$ cat src/common/bmsq_defs.svh
`ifndef BMSQ_DEFS_SVH
`define BMSQ_DEFS_SVH

// ----------------------------------------
// Entry layout.
// ----------------------------------------
`define BMSQ_TAG_W 16
`define BMSQ_VAL_W 64
`define BMSQ_ENTRY_BYTES 10
`define BMSQ_ENTRY_W 80
`define BMSQ_TAG_LSB 0
`define BMSQ_VAL_LSB 16
`define BMSQ_CNT_W 8

// ----------------------------------------
// Queue and tag encodings.
// ----------------------------------------
`define BMSQ_QUEUE_INDEX 16'h0002
`define BMSQ_TAG_SWAP_IN 16'h0000
`define BMSQ_TAG_SWAP_OUT 16'h0001
`define BMSQ_TAG_MAJOR_FAULTS 16'h0002
`define BMSQ_TAG_MINOR_FAULTS 16'h0003
`define BMSQ_TAG_UNUSED_BYTES 16'h0004
`define BMSQ_TAG_TOTAL_BYTES 16'h0005
`define BMSQ_TAG_AVAILABLE_ESTIMATE 16'h0006
`define BMSQ_TAG_RECLAIMABLE_CACHE 16'h0007
`define BMSQ_TAG_HUGE_ALLOC_OK 16'h0008
`define BMSQ_TAG_HUGE_ALLOC_FAILED 16'h0009

// ----------------------------------------
// Reset and increment values.
// ----------------------------------------
`define BMSQ_CNT_ZERO 8'h00
`define BMSQ_CNT_ONE 8'h01
`define BMSQ_SKIP_ZERO 16'h0000
`define BMSQ_SKIP_ONE 16'h0001

`endif

$ cat src/common/bmsq_pkg.sv
package bmsq_pkg;

	typedef logic [15:0] bmsq_tag_t;
	typedef logic [63:0] bmsq_val_t;
	typedef logic [79:0] bmsq_entry_t;
	typedef logic [7:0] bmsq_cnt_t;

	typedef enum logic [3:0] {
		BMSQ_IDLE = 4'b0001,
		BMSQ_HELD = 4'b0010,
		BMSQ_WAIT = 4'b0100,
		BMSQ_CONSUME = 4'b1000
	} bmsq_state_t;

endpackage

$ cat src/design/bmsq_stats_queue.sv
`timescale 1ns/1ps
`include "bmsq_defs.svh"

// Functional notes
// - Channel starts only after driver posts its first buffer, empty or not, and notifies.
// - A request marks the held buffer used and pulses a used notification.
// - On a posted buffer the device consumes entries and keeps the buffer held.
// - Each entry is a 16-bit tag then a 64-bit value; ten bytes taken.
// - Entries with unrecognised tags are skipped without error.
// - Entries are accepted in any tag order.
// - Legacy mode uses guest native byte order, otherwise little-endian.
// - In legacy mode the first buffer after initialization is ignored.
// - Tags 0 to 4: swap in, swap out, major, minor faults, unused bytes.
// - Tags 5 to 9: total, available, cache, huge alloc ok, huge failed.
// - Everything applies only while the statistics-queue feature is negotiated.
// - The statistics queue is queue index 2, present only with the feature.
module bmsq_stats_queue (
	input wire logic sys_clk,
	input wire logic srst,
	input wire logic clkEn,
	input wire logic statsQueueFeature,
	input wire logic driverReady,
	input wire logic legacyMode,
	input wire logic guestBigEndian,
	input wire logic statsRequest,
	input wire logic availNotify,
	input wire bmsq_pkg::bmsq_tag_t availQueue,
	input wire bmsq_pkg::bmsq_cnt_t availEntries,
	input wire logic entryValid,
	output logic entryReady,
	input wire bmsq_pkg::bmsq_entry_t entryData,
	output logic usedNotify,
	output logic statValid,
	input wire logic statReady,
	output bmsq_pkg::bmsq_tag_t statTag,
	output bmsq_pkg::bmsq_val_t statValue,
	output logic channelActive,
	output logic bufferHeld,
	output logic requestPending,
	output bmsq_pkg::bmsq_tag_t skippedCount
);
	import bmsq_pkg::*;

	// ----------------------------------------
	// State and decode.
	// ----------------------------------------
	bmsq_state_t state_q;
	bmsq_state_t state_d;
	bmsq_cnt_t remain_q;
	bmsq_cnt_t remain_d;
	logic reqPend_q;
	logic discard_q;
	logic discard_d;
	logic usedNotify_q;
	bmsq_tag_t skipped_q;
	bmsq_entry_t swapped;
	bmsq_tag_t decTag;
	bmsq_val_t decValue;
	logic bufInReady;
	logic bufOutValid;
	logic [`BMSQ_ENTRY_W-1:0] bufOut;

	wire inIdle = (state_q == BMSQ_IDLE);
	wire inHeld = (state_q == BMSQ_HELD);
	wire inWait = (state_q == BMSQ_WAIT);
	wire inConsume = (state_q == BMSQ_CONSUME);
	wire onStatsQueue = (availQueue == `BMSQ_QUEUE_INDEX);
	wire posted = availNotify && onStatsQueue && statsQueueFeature;
	wire postedEmpty = posted && (availEntries == `BMSQ_CNT_ZERO);
	wire nativeSwap = legacyMode && guestBigEndian;

	always_comb begin
		swapped = '0;
		for (int b = 0; b < `BMSQ_ENTRY_BYTES; b++) begin
			swapped[8*b +: 8] = entryData[8*(`BMSQ_ENTRY_BYTES-1-b) +: 8];
		end
	end

	assign decTag = nativeSwap ? swapped[`BMSQ_ENTRY_W-1 -: `BMSQ_TAG_W]
		: entryData[`BMSQ_TAG_LSB +: `BMSQ_TAG_W];
	assign decValue = nativeSwap ? swapped[`BMSQ_VAL_W-1:0]
		: entryData[`BMSQ_VAL_LSB +: `BMSQ_VAL_W];

	wire tagLow = (decTag <= `BMSQ_TAG_UNUSED_BYTES);
	wire tagHigh = (decTag >= `BMSQ_TAG_TOTAL_BYTES) && (decTag <= `BMSQ_TAG_HUGE_ALLOC_FAILED);
	wire tagKnown = tagLow || tagHigh;
	// Every known entry outside a discarded buffer passes on regardless of order.
	wire passEntry = tagKnown && !discard_q;
	wire bufInValid = inConsume && entryValid && passEntry;
	// Unknown or discarded entries are drained without a push.
	assign entryReady = inConsume && clkEn && (bufInReady || !passEntry);
	wire entryTake = entryValid && entryReady;
	wire lastTake = entryTake && (remain_q == `BMSQ_CNT_ONE);

	// ----------------------------------------
	// Sequencing.
	// ----------------------------------------
	always_comb begin
		state_d = state_q;
		remain_d = remain_q;
		discard_d = discard_q;
		case (state_q)
			BMSQ_IDLE: begin
				// Activation on the first posted buffer.
				if (posted && driverReady) begin
					state_d = postedEmpty ? BMSQ_HELD : BMSQ_CONSUME;
					remain_d = availEntries;
					discard_d = legacyMode;
				end
			end
			BMSQ_HELD: begin
				// Use the held buffer on request.
				if (reqPend_q) begin
					state_d = BMSQ_WAIT;
				end
			end
			BMSQ_WAIT: begin
				if (posted) begin
					state_d = postedEmpty ? BMSQ_HELD : BMSQ_CONSUME;
					remain_d = availEntries;
					discard_d = 1'b0;
				end
			end
			BMSQ_CONSUME: begin
				if (entryTake) begin
					remain_d = remain_q - `BMSQ_CNT_ONE;
				end
				if (lastTake) begin
					state_d = BMSQ_HELD;
					discard_d = 1'b0;
				end
			end
			default: begin
				state_d = BMSQ_IDLE;
			end
		endcase
		// Feature gone returns the channel to idle.
		if (!statsQueueFeature) begin
			state_d = BMSQ_IDLE;
		end
	end

	always_ff @(posedge sys_clk) begin
		if (srst) begin
			state_q <= BMSQ_IDLE;
			remain_q <= `BMSQ_CNT_ZERO;
			discard_q <= 1'b0;
			usedNotify_q <= 1'b0;
		end else if (clkEn) begin
			state_q <= state_d;
			remain_q <= remain_d;
			discard_q <= discard_d;
			// Notification only leaves the held state.
			usedNotify_q <= inHeld && reqPend_q && statsQueueFeature;
		end
	end

	always_ff @(posedge sys_clk) begin
		if (srst) begin
			reqPend_q <= 1'b0;
			skipped_q <= `BMSQ_SKIP_ZERO;
		end else if (clkEn) begin
			if (statsRequest && statsQueueFeature) begin
				reqPend_q <= 1'b1;
			end else if (inHeld || !statsQueueFeature) begin
				reqPend_q <= 1'b0;
			end
			if (entryTake && !tagKnown && !discard_q) begin
				skipped_q <= skipped_q + `BMSQ_SKIP_ONE;
			end
		end
	end

	// ----------------------------------------
	// Output buffer.
	// ----------------------------------------
	bmsq_entry_buf #(
		.W(`BMSQ_ENTRY_W)
	) u_buf (
		.sys_clk(sys_clk),
		.srst(srst),
		.clkEn(clkEn),
		.inValid(bufInValid),
		.inReady(bufInReady),
		.inData({decValue, decTag}),
		.outValid(bufOutValid),
		.outReady(statReady),
		.outData(bufOut)
	);

	assign statValid = bufOutValid;
	assign statTag = bufOut[`BMSQ_TAG_LSB +: `BMSQ_TAG_W];
	assign statValue = bufOut[`BMSQ_VAL_LSB +: `BMSQ_VAL_W];
	assign usedNotify = usedNotify_q;
	assign channelActive = !inIdle;
	assign bufferHeld = inHeld || inConsume;
	assign requestPending = reqPend_q;
	assign skippedCount = skipped_q;
endmodule // bmsq_stats_queue

$ cat src/design/bmsq_entry_buf.sv
`timescale 1ns/1ps

module bmsq_entry_buf #(
	parameter int W = 80
) (
	input wire logic sys_clk,
	input wire logic srst,
	input wire logic clkEn,
	input wire logic inValid,
	output logic inReady,
	input wire logic [W-1:0] inData,
	output logic outValid,
	input wire logic outReady,
	output logic [W-1:0] outData
);

	logic [W-1:0] mem_q [2];
	logic wrIdx_q;
	logic rdIdx_q;
	logic [1:0] cnt_q;
	logic [1:0] cnt_d;
	wire push = inValid && inReady && clkEn;
	wire pop = outValid && outReady && clkEn;

	assign inReady = (cnt_q != 2'h2);
	assign outValid = (cnt_q != 2'h0);
	assign outData = mem_q[rdIdx_q];
	assign cnt_d = cnt_q + {1'b0, push} - {1'b0, pop};

	always_ff @(posedge sys_clk) begin
		if (srst) begin
			wrIdx_q <= 1'b0;
			rdIdx_q <= 1'b0;
			cnt_q <= 2'h0;
		end else if (clkEn) begin
			wrIdx_q <= wrIdx_q ^ push;
			rdIdx_q <= rdIdx_q ^ pop;
			cnt_q <= cnt_d;
		end
	end

	always_ff @(posedge sys_clk) begin
		if (push) begin
			mem_q[wrIdx_q] <= inData;
		end
	end

endmodule // bmsq_entry_buf

$ cat config.mk
export PLATFORM = sky130hd
export DESIGN_NAME = bmsq_stats_queue
export DESIGN_NICKNAME = d
export VERILOG_FILES = /design/src/common/bmsq_pkg.sv /design/src/design/bmsq_stats_queue.sv /design/src/design/bmsq_entry_buf.sv
export VERILOG_INCLUDE_DIRS = /design/src /design/src/common
export SDC_FILE = /design/constraint.sdc
export NUM_CORES = 1
export LEC_CHECK = 0
export BUFFER_PORTS_ARGS = -buffer_cell sky130_fd_sc_hd__buf_2
export CELL_PAD_IN_SITES_DETAIL_PLACEMENT = 0
export CELL_PAD_IN_SITES_GLOBAL_PLACEMENT = 2
export CORE_AREA = 2 2 157 159
export CTS_BUF_LIST = sky130_fd_sc_hd__clkbuf_4 sky130_fd_sc_hd__clkbuf_8
export CTS_CLUSTER_SIZE = 25
export DETAILED_ROUTE_END_ITERATION = 8
export DIE_AREA = 0 0 159 161
export PLACE_DENSITY = 0.93
export RECOVER_POWER = 50
export SLEW_MARGIN = 10
export SYNTH_ARGS = -nofsm -noshare
export SYNTH_HDL_FRONTEND = slang
export SYNTH_SLANG_ARGS = --single-unit
$ cat constraint.sdc
create_clock -name sys_clk -period 5.9 [get_ports sys_clk]
set_input_delay 0.885 -clock sys_clk [delete_from_list [all_inputs] [get_ports sys_clk]]
set_output_delay 0.885 -clock sys_clk [all_outputs]
set_load 0.05 [all_outputs]
# After elaboration in Yosys (flattened, before gate mapping)
# Memories as Yosys holds them, arrays and structs flattened. A register that Yosys moved wholly into a read port is not among the register bits.
# Index checks and enable logic that the tools add are counted.
# totals
mem_bits_rw,160
inputBits,115
register_bits,35
n_memories,1
output_inout_bits,102
word_cells,97
# mem_list
memory,words,width,rd,rd_ports_with_merged_regs,write_ports,line,source
u_buf.mem_q,2,80,1,1,1,bmsq_entry_buf.sv:17,logic [W-1:0] mem_q [2];
# op_classes
n_addsub,4
magnitude_cmp,3
eq_ne,15
muxes,23
n_bitwise,2
reduce_logical,40
# ops
op,n
$mux W64,1
$mux W4,6
$mux W8,3
$pmux W8 S3,1
$logic_and A1 B1 Y1,22
$add A16 B1 Y16 const B,1
$eq A16 B2 Y1 const B,1
$ge A16 B3 Y1 const B,1
$le A16 B3 Y1 const B,1
$le A16 B4 Y1 const B,1
$mux W16,1
$pmux W4 S4,1
$reduce_and A5 Y1,3
$mux W1,9
$ne A3 B2 Y1 const B,3
$eq A8 B1 Y1 const B,1
$logic_not A8 Y1,1
$ne A2 B1 Y1 const B,4
$sub A8 B1 Y8 const B,1
$logic_not A1 Y1,5
$eq A4 B1 Y1 const B,1
$eq A4 B2 Y1 const B,1
$eq A4 B3 Y1 const B,1
$eq A4 B4 Y1 const B,1
other kinds (10),16

# Depth between registers and ports, before layout
# logic_depth
word_depth,14
mapped_depth,10
depth_no_buf,9

# Cells and area by module
# From an unflattened synthesis, not the netlist that was laid out.
# hier_totals
cells_unflattened,624
area_unflattened_um2,9390.3
# by_module_without_submodules
module,cells_each,instances,seq_area_each_um2,area_each_um2
bmsq_entry_buf,277,1,4904.7,6443.7
bmsq_stats_queue,347,1,620.6,2946.6

# Worst setup path after synthesis
# OpenSTA, ideal clock, no wires.
# synth_path
path_kind,in2reg
start,in entryData[9]
end,mem u_buf.mem_q[0][0] (enable)
setup_ps,448
required_ps,5452
slack_ps,1129
arrival_ps,4323
n_path_buf,1
path_stages,6
cell_sequence,or4_1 a221oi_1 o211ai_1 clkbuf_1 and3b_1 ha_1
# synth_between
elab_chain_len,10
word_cells_on_any_way,12
classes_between,order compare (3); mux (3); reduce/logical (6)
# synth_rtl
item,line,source
"start, declared",bmsq_stats_queue.sv:31,"input wire bmsq_pkg::bmsq_entry_t entryData,"
$mux W16 (*),bmsq_stats_queue.sv:79,assign decTag = nativeSwap ? swapped[`BMSQ_ENTRY_W-1 -: `BMSQ_TAG_W]
$ge A16 B3 Y1 (no source line) / $le A16 B4 Y1 (equally long branches),--,
$logic_and A1 B1 Y1,bmsq_stats_queue.sv:85,wire tagHigh = (decTag >= `BMSQ_TAG_TOTAL_BYTES) && (decTag <= `BMSQ_TAG_HUGE_ALLOC_FAILED);
$logic_or A1 B1 Y1 (*),bmsq_stats_queue.sv:86,wire tagKnown = tagLow || tagHigh;
$logic_and A1 B1 Y1 (*),bmsq_stats_queue.sv:88,wire passEntry = tagKnown && !discard_q;
$logic_and A1 B1 Y1 (*),bmsq_stats_queue.sv:89,wire bufInValid = inConsume && entryValid && passEntry;
$logic_and A1 B1 Y1 (*) (2 in series),bmsq_entry_buf.sv:22,wire push = inValid && inReady && clkEn;
$mux W1 (*),bmsq_entry_buf.sv:43,if (push) begin
$mux W1 (not written as such) (*),bmsq_entry_buf.sv:44,mem_q[wrIdx_q] <= inData;
"end, declared",bmsq_entry_buf.sv:17,
# Every way passes the cells marked *; elsewhere a longest branch is shown, timed or not.

# Final worst setup path
# layout_path
start,in entryData[9]
end,mem u_buf.mem_q[0][41] (enable)
# Same word-level chain as after synthesis.

==> metrics.txt <==
# TYPE chip_impl_metric gauge
chip_impl_info{name="outcome",value="complete, but fails checks"} 1
chip_impl_info{name="violations",value="capacitance limit, slew limit"} 1
chip_impl_metric{name="cap_viol_max_count",unit=""} 1
chip_impl_metric{name="synth_top_area_frac",unit=""} 0.539
chip_impl_metric{name="share_seq_of_total_power",unit=""} 0.593
chip_impl_metric{name="floorplan.core_area",unit="µm²"} 24000
chip_impl_metric{name="synth.lib_cells_used.distinct",unit=""} 59
chip_impl_metric{name="gr-usage-met3",unit=""} 0.0308
chip_impl_metric{name="initial_core_util",unit=""} 0.372
chip_impl_metric{name="insertion_delay",unit="ns"} 0.46
chip_impl_metric{name="worstPathArrival",unit="ns"} 4.36
chip_impl_info{name="start_kind",value="input port"} 1
chip_impl_info{name="grt_busiest_layer",value="met2"} 1
chip_impl_metric{name="cts_buffers",unit=""} 17
chip_impl_metric{name="synthToLayoutAreaGrowth",unit="%"} 19.7
chip_impl_metric{name="wirelength",unit="µm"} 19700
chip_impl_metric{name="antenna_cells",unit=""} 0
chip_impl_metric{name="cts.sinks",unit=""} 196
chip_impl_metric{name="static-leakage-power",unit="nW"} 3.80
chip_impl_metric{name="ctsHtreeMaxLevel",unit=""} 4
chip_impl_metric{name="globalRouteMet1Util",unit=""} 0.211
chip_impl_metric{name="postCtsHoldBufs",unit=""} 0
chip_impl_metric{name="fillers",unit=""} 2220
chip_impl_metric{name="ioPinCount",unit=""} 217
chip_impl_metric{name="drv_slew",unit=""} 81
chip_impl_metric{name="power.clock.fraction",unit=""} 0.342
chip_impl_metric{name="groute.layer.met2.usage",unit=""} 0.245
chip_impl_metric{name="placedInstanceArea",unit="µm²"} 10300
chip_impl_metric{name="ant_nets",unit=""} 0
chip_impl_metric{name="synth.avg_cell_area",unit="µm²"} 14.5
chip_impl_metric{name="ctsLongestPathBuffers",unit=""} 2
chip_impl_metric{name="p_sw_frac",unit=""} 0.249
chip_impl_info{name="cts_root_buffer",value="clkbuf_8"} 1
chip_impl_metric{name="firstDrtPassIters",unit=""} 6
chip_impl_info{name="postSynth.topFlopCell",value="edfxtp_1"} 1
chip_impl_metric{name="synth_warnings",unit=""} 0
chip_impl_metric{name="timing.critical_path.required",unit="ns"} 5.93
chip_impl_metric{name="post-route-min-period",unit="ns"} 4.33
chip_impl_metric{name="synth-edff-count",unit=""} 160
chip_impl_metric{name="drc",unit=""} 0
chip_impl_info{name="synth_area_leaders",value="edfxtp_1 (54%), mux2_2 (20%), dfxtp_1 (8.1%)"} 1
chip_impl_metric{name="grt_remaining_overflow",unit=""} 0
chip_impl_metric{name="drive_above_1_share",unit=""} 0.404
chip_impl_info{name="min-delay-path-class",value="register to register"} 1
chip_impl_info{name="synth_commonest_cells",value="mux2_2 (162), edfxtp_1 (160), dfxtp_1 (36)"} 1
chip_impl_metric{name="post-cts-setup-buffer-count",unit=""} 0
chip_impl_metric{name="cellPowerDensity",unit="nW/µm²"} 239
chip_impl_metric{name="path_clk_slew",unit="ns"} 0.11
chip_impl_metric{name="stdcell_area",unit="µm²"} 10700
chip_impl_metric{name="floorplan.die_area",unit="µm²"} 25600
chip_impl_info{name="yosysTopAreaCell",value="edfxtp_1"} 1
chip_impl_metric{name="combPwrFrac",unit=""} 0.065
chip_impl_info{name="endpoint_kind",value="register"} 1
chip_impl_metric{name="floorplan.rows",unit=""} 57
chip_impl_metric{name="synth-seq-area-share",unit=""} 0.620
chip_impl_metric{name="die_x",unit="µm"} 159
chip_impl_metric{name="first_global_vias",unit=""} 5766
chip_impl_metric{name="layout.nets",unit=""} 944
chip_impl_metric{name="switchingPower",unit="W"} 0.000633
chip_impl_metric{name="clock.fmax",unit="MHz"} 231
chip_impl_metric{name="worst_ir_drop_vdd",unit="µV"} 125
chip_impl_metric{name="final_hold_viol_count",unit=""} 0
chip_impl_metric{name="synthesis.nets",unit=""} 738
chip_impl_metric{name="largest_net_degree_at_the_start_of_global_routing",unit=""} 81
chip_impl_metric{name="syn-cell-area",unit="µm²"} 8910
chip_impl_info{name="rsz0062_at_grt",value="no"} 1
chip_impl_metric{name="die_h",unit="µm"} 161
chip_impl_info{name="timing.setup.critical_path_class",value="input port to register"} 1
chip_impl_info{name="yosysMostFrequentCell",value="mux2_2"} 1
chip_impl_metric{name="clock_skew_after_layout",unit="ns"} 0.0190
chip_impl_metric{name="numPortBuffers",unit=""} 216
chip_impl_metric{name="worst_slew_margin_rel",unit=""} -0.369
chip_impl_metric{name="setup_viol_count_final",unit=""} 0
chip_impl_metric{name="grt_pass1_wl",unit="µm"} 31000
chip_impl_metric{name="number_of_antenna_violations_at_the_first_check_in_global_routing",unit=""} 0
chip_impl_metric{name="path_max_fanout",unit=""} 80
chip_impl_metric{name="finalCritPeriodShare",unit=""} 0.733
chip_impl_info{name="tritoncts",value="built"} 1
chip_impl_metric{name="fin_ws",unit="ns"} 1.57
chip_impl_metric{name="track_usage",unit=""} 0.154
chip_impl_metric{name="syn_inst",unit=""} 616
chip_impl_metric{name="final.setup.tns",unit="ns"} 0
chip_impl_metric{name="ys_seq_elements",unit=""} 196
chip_impl_metric{name="drt_iter0_markers",unit=""} 301
chip_impl_metric{name="dpl_worst_slack",unit="ns"} 1.98
chip_impl_metric{name="async_flop_share",unit=""} 0
chip_impl_metric{name="hpwlAfterDp",unit="µm"} 13400
chip_impl_metric{name="p_total",unit="W"} 0.00255
chip_impl_metric{name="globalplace.congestion",unit=""} 0.833
chip_impl_metric{name="routed_via_density",unit=""} 5.06
chip_impl_metric{name="cts-resized-gates",unit=""} 0
chip_impl_metric{name="worstMarginPinSlew",unit="ns"} 2.05
chip_impl_metric{name="dr_total_vias",unit=""} 5862
chip_impl_metric{name="post_drt_wl_per_cell",unit="µm"} 17.0
chip_impl_metric{name="internal_power",unit="W"} 0.00191
## per-stage QoR
step / hold slack [ns] / cells / utilization
4_1_cts: 0.506 / 1159 / 0.448
2_1_floorplan: 0.463 / 616 / -
6_report: 0.498 / 1159 / 0.445
5_1_grt: 0.521 / 1159 / 0.445
3_5_place_dp: 0.487 / 1127 / 0.431
3_3_place_gp: 0.479 / 1127 / 0.431
## cell usage in the layout, fill, tap and decap left out, types with 6 or more instances in the layout
cell	n
nor4_1	9
inv_6	6
inv_1	10
clkbuf_8	17
nand3_1	12
buf_2	173
nand2_1	24
nor2_1	30
edfxtp_1	160
mux2_1	50
xor2_1	11
nand4_1	9
dfxtp_1	36
a21oi_1	17
and3_1	7
o21ai_0	9
clkbuf_1	44
mux2_2	112
nor3_1	9
## per-layer routing
layer / vias up / wire length, µm
met3: 26 / 1070
met4: 0 / 431
met1: 2843 / 8880
li1: 2789 / -
met5: - / 0
met2: 204 / 9340
## critical path, cell delays in order
cell and delay [ns]:
buf_2 0.11, or4_1 0.51, a221oi_1 0.24, o211ai_1 0.14, clkbuf_1 0.38, and3b_1 0.41, ha_2 1.53
## layout make-up
class,count,area (µm²),area share
flip-flops and latches,196,5530,0.518
multi-input cells,376,3230,0.303
repair buffers,220,1050,0.0988
well taps,324,405,0.0380
clock buffers,18,241,0.0226
clock inverters,14,173,0.0162
inverters,11,41.3,0.00387
## worst paths after layout
kind                                    from            endpoint  slack [ns]  depth (start not counted)
worst min register to register    usedNotify          usedNotify        0.50                          2
worst max register to register    state_q[3]  u_buf.mem_q[0][41]        1.95                          4
worst min-delay path              usedNotify          usedNotify        0.50                          2
worst max-delay path            entryData[9]  u_buf.mem_q[0][41]        1.57                          7
## sequential cells by signal, indices dropped and copies added (netlist names), named ones only
name,count
u_buf.rdIdx_q,1
remain_q,8
u_buf.wrIdx_q,1
state_q,4
discard_q,1
u_buf.cnt_q,2
requestPending,1
u_buf.mem_q,160
usedNotify,1
skippedCount,16
## kinds of logic after synthesis
kind of cell               Yosys count  share of synthesized area
muxes                              163                      0.206
DFF                                196                      0.620
xor gates and xnor gates            16                     0.0157
buffers and inverters               44                     0.0198
adders and majority gates            7                    0.00983
AOI/OAI and AO/OA                   57                     0.0455
and+or+nand+nor                    133                     0.0835
## power by group through the flow
stage	Clock, W	Sequential (W)	Combinational [W]
global route	0.000955	0.00151	0.000183
floorplan	0	0.00154	0.000100
finish	0.000871	0.00151	0.000165
detailed placement	0	0.00154	0.000173
CTS	0.000901	0.00151	0.000174
global placement	0	0.00154	0.000169
Power figures use the tool's default switching activity.
